## src/include/bbx_pkg.sv

```systemverilog
// Package: opcode fields, encodings and file addresses for the byte/bit execution unit
package bbx_pkg;

   localparam int unsigned OPC_W      = 14;
   localparam int unsigned ADDR_W     = 7;
   localparam int unsigned DATA_W     = 8;

   // Field positions
   localparam int unsigned TOP_HI     = 13;
   localparam int unsigned TOP_LO     = 12;
   localparam int unsigned NIB_HI     = 11;
   localparam int unsigned NIB_LO     = 8;
   localparam int unsigned DEST_BIT   = 7;
   localparam int unsigned BOP_HI     = 11;
   localparam int unsigned BOP_LO     = 10;
   localparam int unsigned BIDX_HI    = 9;
   localparam int unsigned BIDX_LO    = 7;
   localparam int unsigned LITOP_HI   = 11;
   localparam int unsigned LITOP_LO   = 8;

   // Encodings
   localparam logic [1:0] TOP_BYTE    = 2'h0;
   localparam logic [1:0] TOP_BIT     = 2'h1;
   localparam logic [1:0] TOP_LIT     = 2'h3;
   localparam logic [3:0] NIB_ADD_FILE = 4'h7;
   localparam logic [3:0] NIB_AND_FILE = 4'h5;
   localparam logic [1:0] BOP_CLR     = 2'h0;
   localparam logic [1:0] BOP_SET     = 2'h1;
   localparam logic [1:0] BOP_SKZ     = 2'h2;
   localparam logic [1:0] BOP_SK1     = 2'h3;
   localparam logic [2:0] LIT_ADD_HI  = 3'h7;
   localparam logic [3:0] LIT_AND     = 4'h9;

   // Status bit positions
   localparam int unsigned ST_C       = 0;
   localparam int unsigned ST_DIGC    = 1;
   localparam int unsigned ST_Z       = 2;

   // Special file addresses and reset values
   localparam logic [6:0] ADDR_TIMER  = 7'h01;
   localparam logic [6:0] ADDR_PORT   = 7'h05;
   localparam logic [7:0] ACC_RST     = 8'h00;
   localparam logic [2:0] FLAGS_RST   = 3'h0;

   typedef enum logic [0:0] {
      BBX_EXEC = 1'b0,
      BBX_NOP  = 1'b1
   } bbx_phase_t;

   typedef struct packed {
      bbx_phase_t  phase;
      logic [7:0]  acc;
      logic [2:0]  flags;
      logic        fwr;
      logic [6:0]  faddr;
      logic [7:0]  fdata;
      logic        pclr;
      logic        flush;
   } bbx_state_t;

   typedef struct packed {
      logic        valid;
      logic [13:0] word;
   } bbx_instr_t;

endpackage

```

## src/rtl/bbx_exec.sv

```systemverilog
// Execution unit for literal/file add and AND, bit set/clear and bit-test-skip
//
// Design decisions made here: the strobed register port and the placing of the registers.
`timescale 1ns/1ps
module bbx_exec
   import bbx_pkg::*;
(
   input  wire logic        i_mclk,
   input  wire logic        i_arst_n,
   input  wire bbx_instr_t  i_instr,
   input  wire logic [7:0]  i_file_rdata,
   input  wire logic [7:0]  i_port_pins,
   input  wire logic        i_psa_timer,
   output logic [6:0]       o_file_addr,
   output logic             o_file_we,
   output logic [6:0]       o_file_waddr,
   output logic [7:0]       o_file_wdata,
   output logic [7:0]       o_acc,
   output logic [2:0]       o_flags,
   output logic             o_presc_clr,
   output logic             o_flush,
   output logic             o_busy
);

   bbx_state_t s_q;
   bbx_state_t s_d;
   logic [7:0] pins_m_q;
   logic [7:0] pins_q;

   // Pins come from outside the clock domain
   always_ff @(posedge i_mclk or negedge i_arst_n) begin
      if (!i_arst_n) begin
         pins_m_q <= 8'h00;
         pins_q   <= 8'h00;
      end else begin
         pins_m_q <= i_port_pins;
         pins_q   <= pins_m_q;
      end
   end

   logic [1:0] top;
   logic [3:0] nib;
   logic       dest;
   logic [1:0] bop;
   logic [2:0] bidx;
   logic [6:0] faddr;
   logic [7:0] lit;
   logic [7:0] fval;
   logic [7:0] bmask;
   logic [4:0] lo_sum;
   logic [8:0] sum;
   logic [7:0] addend;
   logic       is_add;
   logic       is_and;
   logic       is_lit;
   logic       to_file;
   logic [7:0] res;

   assign top   = i_instr.word[TOP_HI:TOP_LO];
   assign nib   = i_instr.word[NIB_HI:NIB_LO];
   assign dest  = i_instr.word[DEST_BIT];
   assign bop   = i_instr.word[BOP_HI:BOP_LO];
   assign bidx  = i_instr.word[BIDX_HI:BIDX_LO];
   assign faddr = i_instr.word[ADDR_W-1:0];
   assign lit   = i_instr.word[DATA_W-1:0];
   assign bmask = 8'h01 << bidx;

   assign o_file_addr = faddr;
   // Port reads see the pins so rewrites reflect externally driven levels
   assign fval = (faddr == ADDR_PORT) ? pins_q : i_file_rdata;

   always_comb begin
      is_lit = (top == TOP_LIT);
      is_add = (is_lit && nib[3:1] == LIT_ADD_HI) || (top == TOP_BYTE && nib == NIB_ADD_FILE);
      is_and = (is_lit && nib == LIT_AND) || (top == TOP_BYTE && nib == NIB_AND_FILE);
      addend = is_lit ? lit : fval;
      lo_sum = {1'b0, s_q.acc[3:0]} + {1'b0, addend[3:0]};
      sum    = {1'b0, s_q.acc} + {1'b0, addend};
      res    = is_add ? sum[7:0] : (s_q.acc & addend);
      to_file = !is_lit && dest;
   end

   always_comb begin
      s_d       = s_q;
      s_d.fwr   = 1'b0;
      s_d.pclr  = 1'b0;
      s_d.flush = 1'b0;
      s_d.faddr = faddr;
      s_d.fdata = fval;
      unique case (s_q.phase)
         BBX_NOP: begin
            // Fetched word is the discarded one; run nothing
            s_d.phase = BBX_EXEC;
         end
         BBX_EXEC: begin
            if (i_instr.valid) begin
               if (is_add || is_and) begin
                  if (to_file) begin
                     s_d.fwr   = 1'b1;
                     s_d.fdata = res;
                  end else begin
                     s_d.acc = res;
                  end
                  s_d.flags[ST_Z] = (res == 8'h00);
                  if (is_add) begin
                     s_d.flags[ST_C]  = sum[8];
                     s_d.flags[ST_DIGC] = lo_sum[4];
                  end
               end else if (top == TOP_BIT) begin
                  unique case (bop)
                     BOP_CLR: begin
                        s_d.fwr   = 1'b1;
                        s_d.fdata = fval & ~bmask;
                     end
                     BOP_SET: begin
                        s_d.fwr   = 1'b1;
                        s_d.fdata = fval | bmask;
                     end
                     BOP_SKZ: begin
                        if (fval[bidx] == 1'b0) begin
                           s_d.phase = BBX_NOP;
                           s_d.flush = 1'b1;
                        end
                     end
                     BOP_SK1: begin
                        if (fval[bidx] == 1'b1) begin
                           s_d.phase = BBX_NOP;
                           s_d.flush = 1'b1;
                        end
                     end
                  endcase
               end
               // Timer count writes restart the shared prescaler only while i_psa_timer is set
               if (s_d.fwr && faddr == ADDR_TIMER && i_psa_timer) begin
                  s_d.pclr = 1'b1;
               end
            end
         end
      endcase
   end

   always_ff @(posedge i_mclk or negedge i_arst_n) begin
      if (!i_arst_n) begin
         s_q <= '{phase: BBX_EXEC, acc: ACC_RST, flags: FLAGS_RST, fwr: 1'b0,
                  faddr: 7'h00, fdata: 8'h00, pclr: 1'b0, flush: 1'b0};
      end else begin
         s_q <= s_d;
      end
   end

   assign o_file_we    = s_q.fwr;
   assign o_file_waddr = s_q.faddr;
   assign o_file_wdata = s_q.fdata;
   assign o_acc        = s_q.acc;
   assign o_flags      = s_q.flags;
   assign o_presc_clr  = s_q.pclr;
   assign o_flush      = s_q.flush;
   assign o_busy       = (s_q.phase == BBX_NOP);

   // Checks
   skip_one_nop_a: assert property (@(posedge i_mclk) disable iff (!i_arst_n)
      (s_q.phase == BBX_EXEC && i_instr.valid && top == TOP_BIT && bop == BOP_SK1 && fval[bidx])
      |=> (o_busy && o_flush) ##1 !o_busy)
      else $error("skip on one did not insert a single nop");
   skip_zero_nop_a: assert property (@(posedge i_mclk) disable iff (!i_arst_n)
      (s_q.phase == BBX_EXEC && i_instr.valid && top == TOP_BIT && bop == BOP_SKZ && !fval[bidx])
      |=> o_busy ##1 !o_busy)
      else $error("skip on zero did not insert a single nop");
   nop_keeps_state_a: assert property (@(posedge i_mclk) disable iff (!i_arst_n)
      o_busy |=> (!o_file_we && $stable(o_acc) && $stable(o_flags)))
      else $error("second skip cycle changed state");
   add_lit_acc_a: assert property (@(posedge i_mclk) disable iff (!i_arst_n)
      (s_q.phase == BBX_EXEC && i_instr.valid && is_lit && is_add)
      |=> (o_acc == 8'($past(s_q.acc) + $past(lit))) && o_flags[ST_C] == $past(sum[8]))
      else $error("add literal result wrong");
   add_file_dest_a: assert property (@(posedge i_mclk) disable iff (!i_arst_n)
      (s_q.phase == BBX_EXEC && i_instr.valid && top == TOP_BYTE && nib == NIB_ADD_FILE && dest)
      |=> o_file_we && $stable(o_acc))
      else $error("add file with d set did not write file");
   and_lit_flags_a: assert property (@(posedge i_mclk) disable iff (!i_arst_n)
      (s_q.phase == BBX_EXEC && i_instr.valid && is_lit && is_and)
      |=> o_flags[1:0] == $past(s_q.flags[1:0]) && o_flags[ST_Z] == (o_acc == 8'h00))
      else $error("and literal flags wrong");
   and_file_acc_a: assert property (@(posedge i_mclk) disable iff (!i_arst_n)
      (s_q.phase == BBX_EXEC && i_instr.valid && top == TOP_BYTE && nib == NIB_AND_FILE && !dest)
      |=> !o_file_we && o_acc == ($past(s_q.acc) & $past(fval)))
      else $error("and file to accumulator wrong");
   bit_clear_a: assert property (@(posedge i_mclk) disable iff (!i_arst_n)
      (s_q.phase == BBX_EXEC && i_instr.valid && top == TOP_BIT && bop == BOP_CLR)
      |=> o_file_we && !o_file_wdata[$past(bidx)] && $stable(o_flags))
      else $error("bit clear wrong");
   bit_set_a: assert property (@(posedge i_mclk) disable iff (!i_arst_n)
      (s_q.phase == BBX_EXEC && i_instr.valid && top == TOP_BIT && bop == BOP_SET)
      |=> o_file_we && o_file_wdata[$past(bidx)] && $stable(o_flags))
      else $error("bit set wrong");
   presc_clear_a: assert property (@(posedge i_mclk) disable iff (!i_arst_n)
      (o_file_we && o_file_waddr == ADDR_TIMER && $past(i_psa_timer)) |-> o_presc_clr)
      else $error("timer write left prescaler running");
   presc_only_timer_a: assert property (@(posedge i_mclk) disable iff (!i_arst_n)
      o_presc_clr |-> (o_file_we && o_file_waddr == ADDR_TIMER))
      else $error("prescaler cleared without a timer write");
   flush_with_busy_a: assert property (@(posedge i_mclk) disable iff (!i_arst_n)
      o_flush |-> o_busy)
      else $error("flush pulse outside the nop cycle");
   add_file_zero_a: assert property (@(posedge i_mclk) disable iff (!i_arst_n)
      (s_q.phase == BBX_EXEC && i_instr.valid && top == TOP_BYTE && nib == NIB_ADD_FILE)
      |=> o_flags[ST_Z] == (8'($past(s_q.acc) + $past(fval)) == 8'h00))
      else $error("add file zero flag wrong");
   // Pins reach the datapath two edges late through the synchroniser
   port_pin_and_a: assert property (@(posedge i_mclk) disable iff (!i_arst_n)
      (s_q.phase == BBX_EXEC && i_instr.valid && top == TOP_BYTE && nib == NIB_AND_FILE
       && dest && faddr == ADDR_PORT)
      |=> o_file_wdata == ($past(s_q.acc) & $past(i_port_pins, 3)))
      else $error("port rewrite did not use pin levels");

endmodule

```

## config.mk

```make
export PLATFORM = sky130hd
export DESIGN_NAME = bbx_exec
export DESIGN_NICKNAME = d
export VERILOG_FILES = /design/src/include/bbx_pkg.sv /design/src/rtl/bbx_exec.sv
export SDC_FILE = /design/constraint.sdc
export NUM_CORES = 1
export LEC_CHECK = 0
export BUFFER_PORTS_ARGS = -buffer_cell sky130_fd_sc_hd__buf_2
export CAP_MARGIN = 20
export CELL_PAD_IN_SITES_DETAIL_PLACEMENT = 2
export CELL_PAD_IN_SITES_GLOBAL_PLACEMENT = 2
export CORE_AREA = 2 2 90 92
export DETAILED_ROUTE_END_ITERATION = 8
export DIE_AREA = 0 0 92 94
export HOLD_SLACK_MARGIN = 0.15
export PLACE_DENSITY_LB_ADDON = 0.1
export SETUP_SLACK_MARGIN = 0.3
export SYNTH_ARGS = -nofsm -noshare
export SYNTH_HDL_FRONTEND = slang
export SYNTH_SLANG_ARGS = --single-unit
```

## constraint.sdc

```tcl
create_clock -name i_mclk -period 2.92 [get_ports i_mclk]
set_clock_uncertainty 0.05 [all_clocks]
set_input_delay 0.292 -clock i_mclk [delete_from_list [all_inputs] [get_ports i_mclk]]
set_output_delay 0.292 -clock i_mclk [all_outputs]
set_load 0.05 [all_outputs]
```

* Yosys cells after proc, flatten, opt, wreduce, memory -nomap -nowiden
Index checks and enable logic that the tools add are counted.
** Word-level totals
- Register bits :: 46
- Latch bits :: 0
- Memory bits (writable) :: 0
- ROM bits :: 0
- Input port bits :: 34
- Logic and storage cells :: 79
- Memories :: 0
** Cells by class
- Add/subtract/negate cells :: 2
- $mul :: 0
- Divide/modulo/power cells :: 0
- Magnitude comparators :: 1
- Equal/unequal tests :: 11
- Shift-type cells :: 1
- Muxes and demuxes :: 29
- Bitwise logic cells :: 6
- Reductions and logical operators :: 18
** Operators by type and width (number)
- $mux W8 :: 7
- $mux W10 :: 2
- $and A8 B8 Y8 :: 2
- $pmux W8 S2 :: 1
- $mux W1 :: 13
- $mux W13 :: 1
- $mux W11 :: 1
- $add A8 B8 Y9 :: 1
- $eq A4 B3 Y1 const B :: 2
- $logic_not A8 Y1 :: 1
- $not A8 Y8 :: 1
- $or A8 B8 Y8 :: 1
- $reduce_and A4 Y1 :: 2
- $shl A1 B3 Y8 const A :: 1
- $eq A7 B1 Y1 const B :: 1
- $eq A7 B3 Y1 const B :: 1
- $logic_and A1 B1 Y1 :: 7
- $eq A2 B2 Y1 const B :: 3
- $add A4 B4 Y5 :: 1
- $eq A2 B1 Y1 const B :: 2
- $eq A4 B4 Y1 const B :: 1
- $logic_not A2 Y1 :: 2
- $lt A3 B4 Y1 const B :: 1
- $pmux W1 S2 :: 2
- other kinds (8) :: 11

* Depth between registers and ports, before layout
- Depth in word-level cells :: 12
- Mapped depth :: 13
- Gate-level depth less buffers :: 12

* Worst setup path before layout
Ideal clock, no wire load.
- Path kind :: input -> register
- Start point :: in i_instr[1] in the netlist's numbering
- End point :: reg s_q, in the netlist o_file_wdata[6]
- Setup time :: 0.126 ns
- Arrival :: 3.623 ns
- Data required time :: 2.744 ns
- Setup slack :: -0.879 ns
- Stages :: 13
- Cell sequence :: or4b_1 > or4b_1 > buf_6 > mux2i_1 > a21oi_1 > ha_1 > fa_1 > a21o_1 > a21oi_1 > o21ai_1 > xor2_1 > mux2_2 > o311a_1
** RTL lines
- start, declared :: RTL line bbx_exec.sv:10 : input wire bbx_instr_t i_instr,
- end signal, assigned :: RTL line bbx_exec.sv:144 : s_q <= '{phase: BBX_EXEC, acc: ACC_RST, flags: FLAGS_RST, fwr: 1'b0,
- end, declared :: RTL line bbx_exec.sv:25 : bbx_state_t s_q;

==> impl_metrics.tcl <==
set metrics [dict create \
    status "complete, but fails checks" \
    violations "negative setup slack" \
    hold_viol_final 0 \
    fill_cells 786 \
    ant_nets 0 \
    ys_seq_elements 45 \
    antenna_found_initial 0 \
    die_w_um 92 \
    grt_pass1_vias 2544 \
    grt_max_degree 46 \
    final_area_um2 3860 \
    whs_ps 166 \
    hold_class "input pin to flop" \
    netlist_area_um2 2420 \
    peakVddDrop_v 0.000281 \
    p_per_area_nw_per_um2 545 \
    arrival_ps 3670 \
    synth_area_leader_cell "dfrtp_1" \
    grt_pass1_wl_um 14800 \
    max_cap_violations 0 \
    rsz0062_at_grt "true" \
    clkSlewWorstSetupHoldPaths_ps 100 \
    dpl_cell_area_um2 3150 \
    num_antenna_cells 0 \
    post_drt_via_cell_ratio 5.20 \
    slew_violations 0 \
    worstSetupPathType "input pin to flop" \
    nNetsFinal 396 \
    hpwl_um 6440 \
    design.core.area_um2 7610 \
    drc 0 \
    synth-async-reset-ratio_pct 100 \
    die-area_um2 8650 \
    synth_fa_ha_area_share_pct 4.97 \
    timing.fmax_ghz 0.287 \
    yosys-top-cells-area "dfrtp_1 47%, a21oi_1 6.0%, mux4_2 4.7%, ha_1 4.1%, mux2i_1 3.7%" \
    clock-sinks 45 \
    period_needed_ps 3480 \
    first_pass_iters 4 \
    drive_gt1_share_pct 57.3 \
    synthDistinctLibCells 44 \
    seq_area_frac_synth_pct 46.6 \
    globalRoute.totalOverflow 0 \
    synth_compound_area_share_pct 16.1 \
    required_ps 3110 \
    drt-total-wl_um 11500 \
    yosys_warnings 0 \
    vias 2369 \
    finalSetupViolations 17 \
    start_util_pct 31.8 \
    clock_latency_ps 320 \
    p_leak_nw 1.76 \
    routedWlPerCell_um 25.3 \
    cts_buffers 5 \
    synth_top_family_by_area "compound AO/OA/AOI/OAI gates" \
    critPathMaxFanout 3 \
    synth_top_area_share_pct 46.6 \
    synth_xor_area_share_pct 2.54 \
    worst-slew-pin-transition_ps 556 \
    avgSynthCellArea_um2 10.7 \
    grt_usage_pct 23.1 \
    first_iter_violations 89 \
    gp_congestion 0.829 \
    synthTopCellsByCount "45 x dfrtp_1, 29 x a21oi_1, 17 x nor2_1, 12 x nand2_1" \
    yosysMostFrequentCell "dfrtp_1" \
    cts_tree "yes" \
    ctsRootBufferMaster "clkbuf_8" \
    htree_levels 2 \
    synthCells 225 \
    io_pins 71 \
    synth_enable_flop_cells 0 \
    area_delta_synth_final_pct 59.7 \
    setup_ws_ps -558 \
    synth_top_flop_cell "dfrtp_1" \
    cp-start-kind "input pin" \
    crit_path_end_kind "flop" \
    cts.path.max_buffers 2 \
    slew_headroom_pct 62.9 \
    die_height_um 94 \
    fp-row-count 32 \
    synthSimpleGateAreaFrac_pct 12.0 \
    synth.net_count 268 \
    port_buffers 70 \
    post-route-period-util_pct 119 \
    synthMuxAreaShare_pct 13.1 \
]
cell families (layout without fill, tap and decap cells):
| group | count (synthesis) | count (layout) |
|---|---|---|
| muxes | 24 | 24 |
| DFF | 45 | 45 |
| xor gates and xnor gates | 7 | 7 |
| buffers and inverters | 20 | 149 |
| and+or+nand+nor | 55 | 55 |
| adders and majority gates | 9 | 9 |
| AOI/OAI and AO/OA | 65 | 65 |
final timing paths:
kind	start	endpoint	slack, ps	cells after the start
setup / recovery	i_instr[3]	o_file_wdata[4]	-560	15
hold / removal	i_instr[0]	o_file_waddr[0]	170	2
setup reg to reg	pins_q[0]	o_file_wdata[4]	200	12
hold reg to reg	pins_m_q[3]	pins_q[3]	310	0
max in group asynchronous	i_arst_n	o_file_waddr[2]	1920	3
min in group asynchronous	i_arst_n	o_file_wdata[1]	390	2
layer usage:
| layer | routed length (µm) | share of wire, % | GRT usage, % | vias up |
|---|---|---|---|---|
| li1 | - | - | - | 1074 |
| met1 | 4930 | 43 | 30.2 | 1199 |
| met2 | 5820 | 50 | 40.0 | 70 |
| met3 | 373 | 3.2 | 2.73 | 26 |
| met4 | 408 | 3.5 | 7.59 | 0 |
| met5 | 0 | 0 | 0 | - |
cell type report:
class,count,area [µm²],area share (%)
clock buffer,6,82.6,2.14
clock inverter,2,17.5,0.454
inverter,1,3.75,0.0973
multi-input combinational,160,1550,40.2
sequential,45,1130,29.2
tap,102,128,3.31
timing repair buffer,140,948,24.6
power by group:
part / internal [W] / switching, W
sequential: 0.000675 / 0.0000512
combinational: 0.000379 / 0.000548
clock: 0.000197 / 0.000251
total: 0.00125 / 0.000850
per-stage QoR:
step / utilization (%) / total power [W] / TNS [ps] / std cells / worst slack [ps]
floorplan: - / 0.00112 / -5350 / 225 / -685
global placement: 41.5 / 0.00136 / -12420 / 423 / -994
detailed placement: 41.5 / 0.00137 / -13580 / 423 / -1130
CTS: 47.1 / 0.00193 / -4910 / 449 / -523
global route: 50.7 / 0.00219 / -6980 / 456 / -649
finish: 50.7 / 0.00210 / -5650 / 456 / -558
state kept, by name, indices dropped and copies added, names as in the netlist:
register      flops
o_flush           1
o_file_waddr      7
o_acc             8
o_file_we         1
o_presc_clr       1
pins_m_q          8
pins_q            8
o_flags           3
o_file_wdata      8
what timing repair did:
item | 4_1_cts | 5_1_grt
setup buffers | 9 | 5
cloned | 0 | 0
gates resized for setup | 35 | 37
hold endpoints to repair | 39 | 1
endpoints found under the setup margin | 19 | 19
pin swaps | 17 | 21
hold buffers | 9 | 1
placed cells by master (no fill, tap or decap), types with 3 or more instances in the layout:
master         instances
nand2_1               12
clkbuf_8               6
a21oi_1               15
o21ai_2                3
xor2_2                 3
a211oi_1               3
ha_1                   3
o22ai_2                3
xor2_1                 3
a21o_1                 3
mux2i_4                5
buf_4                 53
nand2b_1               5
ha_4                   4
mux4_2                 5
dfrtp_1               45
buf_2                 68
buf_6                  8
a21oi_2               13
o21ai_0                7
nor2_1                15
mux2_4                 7
dlygate4sd3_1         10
worst max-delay path, stage by stage:
cell     delay [ps]
buf_6            90
or4b_4          540
or4b_4          570
mux2i_4         230
a21oi_2          80
ha_2            210
fa_2            360
a21o_1          190
a21oi_2         180
buf_4           160
xnor2_2         130
mux2i_1         130
buf_4           170
o32a_1          160
o22ai_2         160
Note: power is estimated with default switching activity, not from simulation.
